$ cat src/hw/asr_consts.svh
`ifndef ASR_CONSTS_SVH
`define ASR_CONSTS_SVH

// register byte offsets
`define ASR_OFS_BAUD 8'h00
`define ASR_OFS_CTRL 8'h04
`define ASR_OFS_STAT 8'h08
`define ASR_OFS_DATA 8'h0C

// reset values and write masks
`define ASR_BAUD_RST 13'h0001
`define ASR_CTRL_RST 8'h00
`define ASR_CTRL_MASK 8'h3D

// frame lengths in bit times, last bit index
`define ASR_FRAME8 4'hA
`define ASR_FRAME9 4'hB
`define ASR_LAST8 4'h9
`define ASR_LAST9 4'hA

// sample slots, stored as slot number minus one
`define ASR_RT3 4'h2
`define ASR_RT5 4'h4
`define ASR_RT7 4'h6
`define ASR_RT8 4'h7
`define ASR_RT9 4'h8
`define ASR_RT10 4'h9
`define ASR_RT16 4'hF

`endif

$ cat src/hw/asr_pkg.sv
package asr_pkg;

    typedef enum logic [1:0] {TX_OFF, TX_IDLE, TX_SHIFT} asr_tx_state_t;

    typedef enum logic [1:0] {RX_IDLE, RX_START, RX_BITS} asr_rx_state_t;

    typedef struct packed {
        logic [1:0] rsvd;
        logic txNinthBit;
        logic nineBit;
        logic txOn;
        logic rxOn;
        logic rsvd0;
        logic breakQueueBit;
    } asr_ctrl_t;

    typedef struct packed {
        logic txBufferEmptyFlag;
        logic txDoneFlag;
        logic rxBufferFullFlag;
        logic rsvd;
        logic overrunFlag;
        logic rxGlitchFlag;
        logic rxFrameBadFlag;
        logic rxNinthBit;
    } asr_stat_t;

endpackage

$ cat src/hw/asr_core.sv
// Summary of operation
// - enabling transmitter queues one idle preamble frame
// - shifter is 10 bits, 11 in nine-bit
// - free shifter takes buffered char, buffer empty set
// - nothing buffered after stop: done flag, line high
// - disabling waits for data, idle, break frames
// - break is full frame of low level
// - break bit queues break, requeues while high
// - enable low-high queues idle, keeps pin
// - start low, data LSB first, stop high
// - stop received and buffer free: store, full
// - full buffer: overrun set, new char dropped
// - full flag clears only by access sequence
// - status read while full, then data read
// - receiver samples sixteen slots per bit
// - edge is low after three highs
// - start valid if two of slots 3,5,7 low
// - bits decided by majority of slots 8-10
// - valid start bit always taken as low
// - any disagreeing sample sets glitch flag on store
// - an edge after three highs resyncs slots, but not during start check
// - non-break framing error preloads three highs
// - frame-bad flag set blocks buffer transfers
// - break received as zero data, frame bad
// - error flags set with full flag, not overrun
// - ninth tx bit copied with data byte
//
// Added by the designer: the address map and register access over APB.
`include "asr_consts.svh"
`timescale 1ns/1ps
`default_nettype none

module asr_core (
    input wire logic clk,
    input wire logic nrst,
    input wire logic psel,
    input wire logic penable,
    input wire logic pwrite,
    input wire logic [7:0] paddr,
    input wire logic [31:0] pwdata,
    output logic [31:0] prdata,
    output logic pready,
    output logic pslverr,
    input wire logic serialInPin,
    output logic serialOutPin,
    output logic serialOutEn
);

////////////////////////////////////////////////////////////////////////////
// reset release

logic [1:0] rstSync_q;
logic rstN;

always_ff @(posedge clk or negedge nrst) begin
    if (!nrst) begin
        rstSync_q <= 2'h0;
    end else begin
        rstSync_q <= {rstSync_q[0], 1'b1};
    end
end

assign rstN = rstSync_q[1];

////////////////////////////////////////////////////////////////////////////
// apb slave, one wait state on every access

logic pready_q;
logic pslverr_q;
logic [31:0] prdata_q;
logic accStart;
logic accDone;
logic mapped;
logic wrBaud;
logic wrCtrl;
logic wrData;
logic rdStat;
logic rdData;
logic [31:0] readVal;
logic [12:0] baud_q;
asr_pkg::asr_ctrl_t ctrl_q;
asr_pkg::asr_stat_t stat;
logic [7:0] rxData_q;

assign accStart = psel & penable & ~pready_q;
assign accDone = psel & penable & pready_q;
assign mapped = (paddr == `ASR_OFS_BAUD) || (paddr == `ASR_OFS_CTRL) ||
                (paddr == `ASR_OFS_STAT) || (paddr == `ASR_OFS_DATA);
assign wrBaud = accDone & pwrite & (paddr == `ASR_OFS_BAUD);
assign wrCtrl = accDone & pwrite & (paddr == `ASR_OFS_CTRL);
assign wrData = accDone & pwrite & (paddr == `ASR_OFS_DATA);
assign rdStat = accDone & ~pwrite & (paddr == `ASR_OFS_STAT);
assign rdData = accDone & ~pwrite & (paddr == `ASR_OFS_DATA);

always_comb begin
    case (paddr)
        `ASR_OFS_BAUD: readVal = {19'h0, baud_q};
        `ASR_OFS_CTRL: readVal = {24'h0, ctrl_q};
        `ASR_OFS_STAT: readVal = {24'h0, stat};
        `ASR_OFS_DATA: readVal = {24'h0, rxData_q};
        default: readVal = 32'h0;
    endcase
end

always_ff @(posedge clk or negedge rstN) begin
    if (!rstN) begin
        pready_q <= 1'b0;
        pslverr_q <= 1'b0;
        prdata_q <= 32'h0;
    end else begin
        pready_q <= accStart;
        pslverr_q <= accStart & ~mapped;
        if (accStart && !pwrite) begin
            prdata_q <= readVal;
        end
    end
end

assign pready = pready_q;
assign pslverr = pslverr_q;
assign prdata = prdata_q;

always_ff @(posedge clk or negedge rstN) begin
    if (!rstN) begin
        baud_q <= `ASR_BAUD_RST;
        ctrl_q <= `ASR_CTRL_RST;
    end else begin
        if (wrBaud) begin
            baud_q <= pwdata[12:0];
        end
        if (wrCtrl) begin
            ctrl_q <= asr_pkg::asr_ctrl_t'(pwdata[7:0] & `ASR_CTRL_MASK);
        end
    end
end

////////////////////////////////////////////////////////////////////////////
// sixteen-times bit clock, shared by both directions

logic [12:0] presc_q;
logic rtTick;

assign rtTick = (presc_q == 13'h0000);

always_ff @(posedge clk or negedge rstN) begin
    if (!rstN) begin
        presc_q <= 13'h0000;
    end else if (rtTick) begin
        // divisor zero behaves as one: tick every clock
        presc_q <= (baud_q == 13'h0000) ? 13'h0000 : baud_q - 13'h0001;
    end else begin
        presc_q <= presc_q - 13'h0001;
    end
end

////////////////////////////////////////////////////////////////////////////
// transmitter

asr_pkg::asr_tx_state_t txState_q;
logic [3:0] txPhase_q;
logic [3:0] txLeft_q;
logic [10:0] txShift_q;
logic [7:0] txBuf_q;
logic txBufFull_q;
logic txDone_q;
logic idleQ_q;
logic breakQ_q;
logic txOnPrev_q;
logic brkPrev_q;
logic txOut_q;
logic txEn_q;
logic bitTick;
logic txSlot;
logic loadBrk;
logic loadIdle;
logic loadData;
logic loadAny;
logic txOnRise;
logic brkRise;
logic [3:0] txLen;

assign bitTick = rtTick & (txPhase_q == `ASR_RT16);
assign txSlot = bitTick & ((txState_q == asr_pkg::TX_IDLE) ||
                ((txState_q == asr_pkg::TX_SHIFT) && (txLeft_q == 4'h1)));
assign loadBrk = txSlot & breakQ_q;
assign loadIdle = txSlot & ~breakQ_q & idleQ_q;
assign loadData = txSlot & ~breakQ_q & ~idleQ_q & txBufFull_q & ctrl_q.txOn;
assign loadAny = loadBrk | loadIdle | loadData;
assign txOnRise = ctrl_q.txOn & ~txOnPrev_q;
assign brkRise = ctrl_q.breakQueueBit & ~brkPrev_q;
assign txLen = ctrl_q.nineBit ? `ASR_FRAME9 : `ASR_FRAME8;

always_ff @(posedge clk or negedge rstN) begin
    if (!rstN) begin
        txPhase_q <= 4'h0;
        txOnPrev_q <= 1'b0;
        brkPrev_q <= 1'b0;
    end else begin
        txPhase_q <= rtTick ? txPhase_q + 4'h1 : txPhase_q;
        txOnPrev_q <= ctrl_q.txOn;
        brkPrev_q <= ctrl_q.breakQueueBit;
    end
end

// queued preamble, idle and break frames
always_ff @(posedge clk or negedge rstN) begin
    if (!rstN) begin
        idleQ_q <= 1'b0;
        breakQ_q <= 1'b0;
    end else begin
        if (loadIdle) begin
            idleQ_q <= 1'b0;
        end
        if (txOnRise) begin
            idleQ_q <= 1'b1;
        end
        if (loadBrk) begin
            breakQ_q <= ctrl_q.breakQueueBit;
        end
        if (brkRise) begin
            breakQ_q <= 1'b1;
        end
    end
end

// buffer and flags; a set in the same cycle beats a clear
always_ff @(posedge clk or negedge rstN) begin
    if (!rstN) begin
        txBuf_q <= 8'h00;
        txBufFull_q <= 1'b0;
        txDone_q <= 1'b1;
    end else begin
        if (loadData) begin
            txBufFull_q <= 1'b0;
        end
        if (wrData) begin
            txBuf_q <= pwdata[7:0];
            txBufFull_q <= 1'b1;
        end
        if (wrData || txOnRise || brkRise) begin
            txDone_q <= 1'b0;
        end
        if (txSlot && (txState_q == asr_pkg::TX_SHIFT) && !loadAny) begin
            txDone_q <= 1'b1;
        end
    end
end

always_ff @(posedge clk or negedge rstN) begin
    if (!rstN) begin
        txState_q <= asr_pkg::TX_OFF;
    end else begin
        case (txState_q)
            asr_pkg::TX_OFF: begin
                if (ctrl_q.txOn) begin
                    txState_q <= asr_pkg::TX_IDLE;
                end
            end
            asr_pkg::TX_IDLE: begin
                if (loadAny) begin
                    txState_q <= asr_pkg::TX_SHIFT;
                end else if (bitTick && !ctrl_q.txOn) begin
                    txState_q <= asr_pkg::TX_OFF;
                end
            end
            asr_pkg::TX_SHIFT: begin
                // pin held until the frame and any queued idle or break frames end
                if (txSlot && !loadAny) begin
                    txState_q <= ctrl_q.txOn ? asr_pkg::TX_IDLE
                                             : asr_pkg::TX_OFF;
                end
            end
            default: begin
                txState_q <= asr_pkg::TX_OFF;
            end
        endcase
    end
end

// frame loads happen only on bit boundaries of the shared bit clock
always_ff @(posedge clk or negedge rstN) begin
    if (!rstN) begin
        txShift_q <= 11'h7FF;
        txLeft_q <= 4'h0;
    end else if (loadBrk) begin
        txShift_q <= 11'h000;
        txLeft_q <= txLen;
    end else if (loadIdle) begin
        txShift_q <= 11'h7FF;
        txLeft_q <= txLen;
    end else if (loadData) begin
        // unused ninth-bit slot carries the stop in eight-bit mode
        txShift_q <= {1'b1, ctrl_q.nineBit ? ctrl_q.txNinthBit : 1'b1,
                      txBuf_q, 1'b0};
        txLeft_q <= txLen;
    end else if (bitTick && (txState_q == asr_pkg::TX_SHIFT)) begin
        txShift_q <= {1'b1, txShift_q[10:1]};
        txLeft_q <= txLeft_q - 4'h1;
    end
end

always_ff @(posedge clk or negedge rstN) begin
    if (!rstN) begin
        txOut_q <= 1'b1;
        txEn_q <= 1'b0;
    end else begin
        txOut_q <= (txState_q == asr_pkg::TX_SHIFT) ? txShift_q[0] : 1'b1;
        txEn_q <= (txState_q != asr_pkg::TX_OFF);
    end
end

assign serialOutPin = txOut_q;
assign serialOutEn = txEn_q;

////////////////////////////////////////////////////////////////////////////
// receiver

asr_pkg::asr_rx_state_t rxState_q;
logic rxPin_q;
logic [2:0] hist_q;
logic [3:0] rt_q;
logic [3:0] bitIdx_q;
logic [1:0] lowCnt_q;
logic [1:0] onesCnt_q;
logic noise_q;
logic [8:0] rxShift_q;
logic edgeSeen;
logic [1:0] onesTot;
logic [1:0] lowTot;
logic majority;
logic disagree;
logic [3:0] lastIdx;
logic rxDone;
logic stopLow;
logic [7:0] frameData;
logic frameNinth;
logic isBreak;

assign edgeSeen = rtTick & (hist_q == 3'h7) & ~rxPin_q;
assign onesTot = onesCnt_q + {1'b0, rxPin_q};
assign lowTot = lowCnt_q + {1'b0, ~rxPin_q};
assign majority = onesTot[1];
assign disagree = (onesTot != 2'h0) && (onesTot != 2'h3);
assign lastIdx = ctrl_q.nineBit ? `ASR_LAST9 : `ASR_LAST8;
assign rxDone = rtTick & (rxState_q == asr_pkg::RX_BITS) &
                (rt_q == `ASR_RT10) & (bitIdx_q == lastIdx);
assign stopLow = ~majority;
assign frameData = ctrl_q.nineBit ? rxShift_q[7:0] : rxShift_q[8:1];
assign frameNinth = ctrl_q.nineBit & rxShift_q[8];
assign isBreak = (frameData == 8'h00) & ~frameNinth & stopLow;

always_ff @(posedge clk or negedge rstN) begin
    if (!rstN) begin
        rxPin_q <= 1'b1;
        hist_q <= 3'h0;
    end else begin
        rxPin_q <= serialInPin;
        if (rxDone && stopLow && !isBreak) begin
            hist_q <= 3'h7;
        end else if (rtTick) begin
            hist_q <= {hist_q[1:0], rxPin_q};
        end
    end
end

always_ff @(posedge clk or negedge rstN) begin
    if (!rstN) begin
        rxState_q <= asr_pkg::RX_IDLE;
        rt_q <= 4'h0;
        bitIdx_q <= 4'h0;
        lowCnt_q <= 2'h0;
        onesCnt_q <= 2'h0;
        noise_q <= 1'b0;
        rxShift_q <= 9'h000;
    end else if (!ctrl_q.rxOn) begin
        rxState_q <= asr_pkg::RX_IDLE;
    end else if (rtTick) begin
        case (rxState_q)
            asr_pkg::RX_IDLE: begin
                if (edgeSeen) begin
                    rxState_q <= asr_pkg::RX_START;
                    rt_q <= 4'h0;
                    bitIdx_q <= 4'h0;
                    lowCnt_q <= 2'h0;
                    onesCnt_q <= 2'h0;
                    noise_q <= 1'b0;
                end
            end
            asr_pkg::RX_START: begin
                rt_q <= rt_q + 4'h1;
                if ((rt_q == `ASR_RT3) || (rt_q == `ASR_RT5)) begin
                    lowCnt_q <= lowTot;
                end
                if (rt_q == `ASR_RT7) begin
                    if (lowTot[1]) begin
                        rxState_q <= asr_pkg::RX_BITS;
                        noise_q <= (lowTot != 2'h3);
                    end else begin
                        rxState_q <= asr_pkg::RX_IDLE;
                    end
                end
            end
            asr_pkg::RX_BITS: begin
                if (edgeSeen) begin
                    // edge past mid-bit belongs to the next bit
                    rt_q <= 4'h0;
                    if (rt_q >= `ASR_RT8) begin
                        bitIdx_q <= bitIdx_q + 4'h1;
                    end
                end else begin
                    rt_q <= rt_q + 4'h1;
                    if (rt_q == `ASR_RT16) begin
                        bitIdx_q <= bitIdx_q + 4'h1;
                    end
                end
                if ((rt_q == `ASR_RT8) || (rt_q == `ASR_RT9)) begin
                    onesCnt_q <= onesTot;
                end
                if (rt_q == `ASR_RT10) begin
                    onesCnt_q <= 2'h0;
                    if (disagree || ((bitIdx_q == 4'h0) && majority)) begin
                        noise_q <= 1'b1;
                    end
                    // start bit value is ignored here once validated
                    if ((bitIdx_q != 4'h0) && (bitIdx_q != lastIdx)) begin
                        rxShift_q <= {majority, rxShift_q[8:1]};
                    end
                    if (bitIdx_q == lastIdx) begin
                        rxState_q <= asr_pkg::RX_IDLE;
                    end
                end
            end
            default: begin
                rxState_q <= asr_pkg::RX_IDLE;
            end
        endcase
    end
end

////////////////////////////////////////////////////////////////////////////
// receive buffer and flags

logic rxNinth_q;
logic rxFull_q;
logic overrun_q;
logic glitch_q;
logic frameBad_q;
logic statSeen_q;
logic clearSeq;

assign clearSeq = rdData & statSeen_q;

always_ff @(posedge clk or negedge rstN) begin
    if (!rstN) begin
        rxData_q <= 8'h00;
        rxNinth_q <= 1'b0;
        rxFull_q <= 1'b0;
        overrun_q <= 1'b0;
        glitch_q <= 1'b0;
        frameBad_q <= 1'b0;
        statSeen_q <= 1'b0;
    end else begin
        if (rdStat) begin
            statSeen_q <= rxFull_q | overrun_q | glitch_q | frameBad_q;
        end
        if (clearSeq) begin
            rxFull_q <= 1'b0;
            overrun_q <= 1'b0;
            glitch_q <= 1'b0;
            frameBad_q <= 1'b0;
            statSeen_q <= 1'b0;
        end
        // a clear in the same cycle loses against the new character
        if (rxDone && (!frameBad_q || clearSeq)) begin
            if (rxFull_q && !clearSeq) begin
                overrun_q <= 1'b1;
            end else begin
                rxData_q <= frameData;
                rxNinth_q <= frameNinth;
                rxFull_q <= 1'b1;
                glitch_q <= noise_q | disagree;
                frameBad_q <= stopLow;
            end
        end
    end
end

always_comb begin
    stat = '0;
    stat.txBufferEmptyFlag = ~txBufFull_q;
    stat.txDoneFlag = txDone_q;
    stat.rxBufferFullFlag = rxFull_q;
    stat.overrunFlag = overrun_q;
    stat.rxGlitchFlag = glitch_q;
    stat.rxFrameBadFlag = frameBad_q;
    stat.rxNinthBit = rxNinth_q;
end

endmodule

`default_nettype wire

$ cat config.mk
export PLATFORM = sky130hd
export DESIGN_NAME = asr_core
export DESIGN_NICKNAME = d
export VERILOG_FILES = /design/src/hw/asr_pkg.sv /design/src/hw/asr_core.sv
export VERILOG_INCLUDE_DIRS = /design/src /design/src/hw
export SDC_FILE = /design/constraint.sdc
export NUM_CORES = 1
export LEC_CHECK = 0
export BUFFER_PORTS_ARGS = -buffer_cell sky130_fd_sc_hd__buf_4
export CORE_ASPECT_RATIO = 0.6
export CORE_MARGIN = 3
export CORE_UTILIZATION = 35
export CTS_CLUSTER_SIZE = 20
export DETAILED_ROUTE_END_ITERATION = 8
export GPL_ROUTABILITY_DRIVEN = 0
export PLACE_DENSITY = 0.58
export SYNTH_ARGS = -nofsm -noshare
export SYNTH_HDL_FRONTEND = slang
export SYNTH_SLANG_ARGS = --single-unit
export TNS_END_PERCENT = 20
$ cat constraint.sdc
create_clock -name clk -period 11 [get_ports clk]
set_input_delay 1.1 -clock clk [delete_from_list [all_inputs] [get_ports clk]]
set_output_delay 1.1 -clock clk [all_outputs]
set_load 0.005 [all_outputs]
==> results of run 1 <==
## cell usage after synthesis, types with 6 or more instances
library cell    n
clkbuf_1       23
o22ai_1        11
nand2b_1        6
a22o_1          7
nand2_1        61
mux2_2         24
buf_4          21
ha_1           17
a21o_1          6
mux2i_1        19
dfstp_2        15
a21oi_1         7
o21ai_0        35
o21a_1         10
inv_1          30
or4_1           8
xnor2_1        17
dfrtp_1       112
or3_1          13
and2_1          6
o211ai_1        6
o21ai_1        23
nand4_1         7
nand3_1        10
nor4_1         15
nor2_1         35
mux2_1         12
## per-stage QoR
stage	util (%)	hold WS [ps]	total power [W]	worst slack [ps]
3_3_place_gp	39.03	337.7	0.0005223	7402
4_1_cts	42.18	357.9	0.001084	7720
6_report	42.18	354.8	0.001072	7680
2_1_floorplan	-	331.2	0.0005092	7226
5_1_grt	42.18	368.4	0.001115	7279
3_5_place_dp	39.03	341.8	0.0005232	7336
## sequential cells by signal, indices dropped and copies added (netlist names), 3 cells and up
name,flops
txShift_q,11
bitIdx_q,4
rxData_q,8
txLeft_q,4
ctrl_q,5
txPhase_q,4
prdata,13
txBuf_q,8
rxShift_q,9
baud_q,13
rt_q,4
presc_q,13
hist_q,3
## cells by family after synthesis
group,share of synthesized area (%)
fa+ha+maj,3.152
buf+inv,5.562
other cells,0.1113
flops,47.37
simple gates,16.52
mux,10.16
xor+xnor,2.725
compound gates,14.41
## where the power goes
group / switching (W) / total [W] / internal [W]
sequential: 0.00000703 / 0.000478 / 0.000471
clock: 0.000233 / 0.000557 / 0.000325
combinational: 0.0000220 / 0.0000362 / 0.0000142
total: 0.000262 / 0.00107 / 0.000810
## placed cells by master, fill, tap and decap left out, types with 8 or more instances in the layout
| cell type | instances |
|---|---|
| buf_4 | 48 |
| o21ai_0 | 35 |
| ha_1 | 17 |
| dfstp_2 | 15 |
| nand2_1 | 61 |
| xnor2_1 | 17 |
| o22ai_1 | 11 |
| nor2_1 | 35 |
| o21a_1 | 10 |
| mux2_2 | 24 |
| conb_1 | 20 |
| dfrtp_1 | 111 |
| inv_1 | 30 |
| clkbuf_16 | 17 |
| nor4_1 | 15 |
| nand3_1 | 10 |
| or4_1 | 8 |
| mux2_1 | 12 |
| o21ai_1 | 23 |
| mux2i_1 | 19 |
| or3_1 | 13 |
## routing by layer
| metal | wire length, um | up-vias |
|---|---|---|
| li1 | - | 2389 |
| met1 | 8980 | 2580 |
| met2 | 6677 | 110 |
| met3 | 782 | 12 |
| met4 | 144 | 0 |
| met5 | 0 | - |
## worst max-delay path by stage
stage | from | to | slack [ps] | cells after the start
finish | presc_q[0] | txShift_q[5] | 7680 | 7
floorplan | rstSync_q[1] | baud_q[10] | 7230 | 0
global route | presc_q[0] | txShift_q[5] | 7280 | 7
CTS | presc_q[0] | txShift_q[5] | 7720 | 7
detailed placement | paddr[5] | baud_q[12] | 7340 | 6
global placement | paddr[5] | baud_q[2] | 7400 | 6
## layout make-up
class	instances	area share, %
Sequential cell	127	41.03
Timing Repair Buffer	48	4.619
Inverter	30	1.443
Clock inverter	14	1.844
Clock buffer	18	5.630
Tap cell	240	3.849
Multi-Input combinational cell	464	41.59
==> flow_metrics.env, run 1 <==
export IMPL_die_area_sq_mm=0.02104
export IMPL_wl_per_cell_um=17.62
export IMPL_final_area_sq_mm=0.007801
export IMPL_std_cell_rows=38
export IMPL_r2r_start="presc_q[0]"
export IMPL_fp_dieW_um=185.3
export IMPL_drtIter0Drc=336
export IMPL_synth_ff_type="dfrtp_1"
export IMPL_hold_end="rstSync_q[1]"
export IMPL_layout_cells_non_filler=941
export IMPL_min_period_ps=3320
export IMPL_min_from="rstSync_q[0]"
export IMPL_placed_cells=909
export IMPL_hold_path_class="flip-flop to flip-flop"
export IMPL_clk_latency_ps=420
export IMPL_vias=5091
export IMPL_slowest_delay_ps=1140
export IMPL_gr_usage_met1_pct=26.24
export IMPL_core_area_sq_mm=0.01850
export IMPL_multi_input_area_sq_mm=0.003244
export IMPL_rsz0062_at_grt="no"
export IMPL_worst_setup_path_end_kind="flip-flop"
export IMPL_grt_pass1_wl_um=27310
export IMPL_async_flop_share_pct=100.0
export IMPL_synth_top_area_share_pct=41.53
export IMPL_grt_start_max_net_pins=80
export IMPL_grt_busiest_layer="met1"
export IMPL_cts_buffers=17
export IMPL_vias_per_cell=5.410
export IMPL_finalSetupViolations=0
export IMPL_cts_resized=0
export IMPL_skew_ps=11.36
export IMPL_worstPathBufferInverterCount=1
export IMPL_cts_tree="yes"
export IMPL_grt_total_usage_pct=16.58
export IMPL_leakage_nw=3.374
export IMPL_synth_edff_count=0
export IMPL_first_pass_iters=5
export IMPL_cpMaxStageDelayCell="a2111oi_2"
export IMPL_r2r_cells=7
export IMPL_powerDensity_mw_per_mm2=137.4
export IMPL_n_fill_cell=1743
export IMPL_fin_nets=751
export IMPL_cp_arrival_ps=3670
export IMPL_max_freq_ghz=0.3012
export IMPL_clock_sinks=127
export IMPL_hpwl_um=12240
export IMPL_yosysSeqAreaShare_pct=47.37
export IMPL_ff2ff_setup_slack_ps=7680
export IMPL_synth_cell_types=75
export IMPL_post_cts_buffers=0
export IMPL_worstPathCellList="inv_1 > ha_1 > nor3b_2 > nand4b_2 > a2111oi_2 > o21ai_0 > o21ai_1"
export IMPL_antenna_found_initial=0
export IMPL_max_cap_violations=0
export IMPL_die_h_um=113.6
export IMPL_register_area_sq_mm=0.003201
export IMPL_pin_count=82
export IMPL_syn_area_per_cell_sq_um=10.37
export IMPL_syn_area_sq_mm=0.006749
export IMPL_ir_worst_vdd_mv=0.1282
export IMPL_drv_slew=0
export IMPL_drc_errors=0
export IMPL_met3_usage_pct=4.111
export IMPL_portBuffers=43
export IMPL_timing_final_crit_share_pct=30.18
export IMPL_ys_warn_count=0
export IMPL_ys_ff_latch=127
export IMPL_tightestPinTransition_ps=1224
export IMPL_crit_type="flip-flop to flip-flop"
export IMPL_drive_above_1_share_pct=20.97
export IMPL_r2r_end="txShift_q[5]"
export IMPL_initial_core_util_pct=36.49
export IMPL_root_buffer="clkbuf_16"
export IMPL_synth_largest_area_cell="dfrtp_1"
export IMPL_cts_hold_buf=0
export IMPL_cp_required_ps=11350
export IMPL_grt_overflow_total=0
export IMPL_cp_top_family="compound AO/OA/AOI/OAI gates"
export IMPL_fin_tns_setup_ps=0
export IMPL_clk_path_buf_depth=2
export IMPL_status="finished, final reports clean"
export IMPL_placed_cell_area_sq_mm=0.007218
export IMPL_cts_max_level=4
export IMPL_slew_limit_headroom_pct=17.93
export IMPL_wirelength_um=16580
export IMPL_grt_met2_usage_pct=22.35
export IMPL_holdPathStages=0
export IMPL_ant_nets=0
export IMPL_cp_max_fo=18
export IMPL_synthTopCellsByArea="dfrtp_1, dfstp_2, mux2_2, nand2_1, ha_1"
export IMPL_hold_viol_final=0
export IMPL_grt_pass1_vias=4976
export IMPL_n_antenna_cell=0
export IMPL_cp_start_kind="flip-flop"
export IMPL_area_growth_syn_to_layout_pct=15.59
export IMPL_syn_inst=651
export IMPL_clk_pin_slew_worst_paths_ps=60
No activity file was read; power rests on OpenSTA's default activity.
==> run 2, diff against run 1 <==
- PLACE_DENSITY: 0.58 -> 0.6
- clock period: 11 -> 2.8 ns (I/O delays scaled with it)
==> run 2 against run 1 <==
  * Clock power increased to 4.6 times the previous value
  * Worst hold slack got worse by 260 ps
  * Sequential power increased to 3.9 times the previous value
  * Die area unchanged
  * Largest power group unchanged
  * Highest routed layer unchanged
==> flow_metrics.env, run 2 (synthesized netlist as in run 1, its figures left out) <==
export IMPL_status="finished, final reports clean"
export IMPL_final_common_cell="dfrtp_1"
export IMPL_cpMaxStageDelayCell="or4_1"
export IMPL_r2r_end="bitIdx_q[3]"
export IMPL_clk_latency_ps=410
export IMPL_cts_resized=0
export IMPL_ant_nets=0
export IMPL_std_cell_rows=38
export IMPL_hold_end="baud_q[8]"
export IMPL_ff2ff_setup_slack_ps=260
export IMPL_slew_limit_headroom_pct=48.02
export IMPL_max_freq_ghz=0.3936
export IMPL_cp_top_family="simple AND/OR/NAND/NOR gates"
export IMPL_drive_above_1_share_pct=22.96
export IMPL_r2r_cells=8
export IMPL_cts_buffers=17
export IMPL_hold_viol_final=0
export IMPL_ir_worst_vdd_mv=0.3623
export IMPL_cts_tree="yes"
export IMPL_n_fill_cell=1698
export IMPL_power_switching_w=0.0009732
export IMPL_initial_core_util_pct=36.49
export IMPL_grt_start_max_net_pins=57
export IMPL_vias=5255
export IMPL_cp_required_ps=3130
export IMPL_die_area_sq_mm=0.02104
export IMPL_tightestPinTransition_ps=779.7
export IMPL_r2r_start="presc_q[0]"
export IMPL_cts_max_level=4
export IMPL_grt_pass1_wl_um=28430
export IMPL_clk_pin_slew_worst_paths_ps=70
export IMPL_hold_path_class="primary input to flip-flop"
export IMPL_portBuffers=43
export IMPL_slowest_delay_ps=530
export IMPL_fp_dieW_um=185.3
export IMPL_cp_start_kind="flip-flop"
export IMPL_max_cap_violations=0
export IMPL_drv_slew=0
export IMPL_area_growth_syn_to_layout_pct=19.74
export IMPL_internal_power_w=0.003613
export IMPL_grt_total_usage_pct=17.18
export IMPL_clk_path_buf_depth=2
export IMPL_grt_overflow_total=0
export IMPL_drc_errors=0
export IMPL_cp_arrival_ps=2870
export IMPL_timing_final_crit_share_pct=90.74
export IMPL_fin_tns_setup_ps=0
export IMPL_clockPowerShare_pct=55.7
export IMPL_layout_cells_non_filler=963
export IMPL_grt_pass1_vias=5148
export IMPL_wirelength_um=17320
export IMPL_vias_per_cell=5.457
export IMPL_first_pass_iters=5
export IMPL_n_antenna_cell=0
export IMPL_power_frac_seq_pct=41.0
export IMPL_powerDensity_mw_per_mm2=567.5
export IMPL_layout_common_cells="dfrtp_1, buf_4, nand2_1, nor2_1, o21ai_0"
export IMPL_leakage_nw=3.531
export IMPL_wl_per_cell_um=17.98
export IMPL_fin_nets=773
export IMPL_rsz0062_at_grt="no"
export IMPL_finalSetupViolations=0
export IMPL_hold_slack_ps=92.35
export IMPL_clock_sinks=127
export IMPL_antenna_found_initial=0
export IMPL_placed_cells=929
export IMPL_holdPathStages=2
export IMPL_cp_max_fo=6
export IMPL_root_buffer="clkbuf_16"
export IMPL_drtIter0Drc=525
export IMPL_die_h_um=113.6
export IMPL_p_comb_share_pct=3.3
export IMPL_worstPathCellList="inv_1 > ha_1 > nor3b_2 > buf_4 > nand4_4 > o31a_1 > or4_1 > a21boi_1"
export IMPL_pin_count=82
export IMPL_hpwl_um=12890
export IMPL_core_area_sq_mm=0.01850
export IMPL_skew_ps=14.61
export IMPL_sw_frac_of_total_pct=21.22
export IMPL_crit_type="flip-flop to flip-flop"
export IMPL_worstPathBufferInverterCount=2
export IMPL_startpoint="presc_q[0]"
export IMPL_min_period_ps=2541
export IMPL_min_from="pwdata[8]"
export IMPL_worst_setup_path_end_kind="flip-flop"
run 2: changes by cell type in the layout (fill, tap and decap cells not counted), sizes merged:
cell / change
clkbuf: +1
dlygate4sd3: +2
inv: -9
bufinv: +5
buf: +20
clkinv: +4
clkinvlp: -1
run 2: stage by stage:
stage,setup slack (ps),power (W),utilization (%),area [sq um]
global placement,369.3,0.002057,39.91,7381
detailed placement,291.4,0.002062,39.91,7381
floorplan,515.8,0.002001,-,6818
CTS,273.9,0.004632,43.70,8082
finish,259.4,0.004586,43.70,8082
global route,21.41,0.004735,43.70,8082
run 2: how the worst max path moves through the flow:
stage	cells past startpoint	to	slack, ps
3_3_place_gp	8	bitIdx_q[3]	370
5_1_grt	7	rt_q[2]	20
3_5_place_dp	8	bitIdx_q[3]	290
2_1_floorplan	8	rxShift_q[1]	520
6_report	8	bitIdx_q[3]	260
4_1_cts	8	bitIdx_q[3]	270
run 2: area by class of cell:
class	instances	area [sq um]	share of cell area, %
tap	240	300.3	3.716
sequential	127	3201	39.60
multi-input combinational	464	3244	40.15
clock buffer	19	442.9	5.481
inverter	30	112.6	1.393
clock inverter	13	237.7	2.942
timing repair buffer	70	543.0	6.719
run 2: repair_timing:
item,4_1_cts,5_1_grt
endpoints found under the hold margin,3,0
setup buffers,0,0
hold buffers,2,0
run 2: per-layer routing:
layer	global-route usage, %	share of wire (%)	vias up	routed length [um]
li1	-	-	2437	-
met1	27.05	52	2627	8972
met2	23.65	41	181	7140
met3	3.378	6.1	10	1063
met4	5.045	0.82	0	142
met5	0	0	-	0
run 2: worst register-to-register path, cell delays in order (launching register included):
cell      delay [ps]
dfrtp_1          410
inv_1             70
ha_1             170
nor3b_2          350
buf_4            200
nand4_4          160
o31a_1           420
or4_1            530
a21boi_1         150
run 2: power groups by stage:
stage,Sequential [W],Combinational [W],Clock [W]
2_1_floorplan,0.00192,0.0000847,0
3_3_place_gp,0.00191,0.000144,0
3_5_place_dp,0.00192,0.000147,0
4_1_cts,0.00188,0.000150,0.00260
5_1_grt,0.00189,0.000168,0.00268
6_report,0.00188,0.000150,0.00255
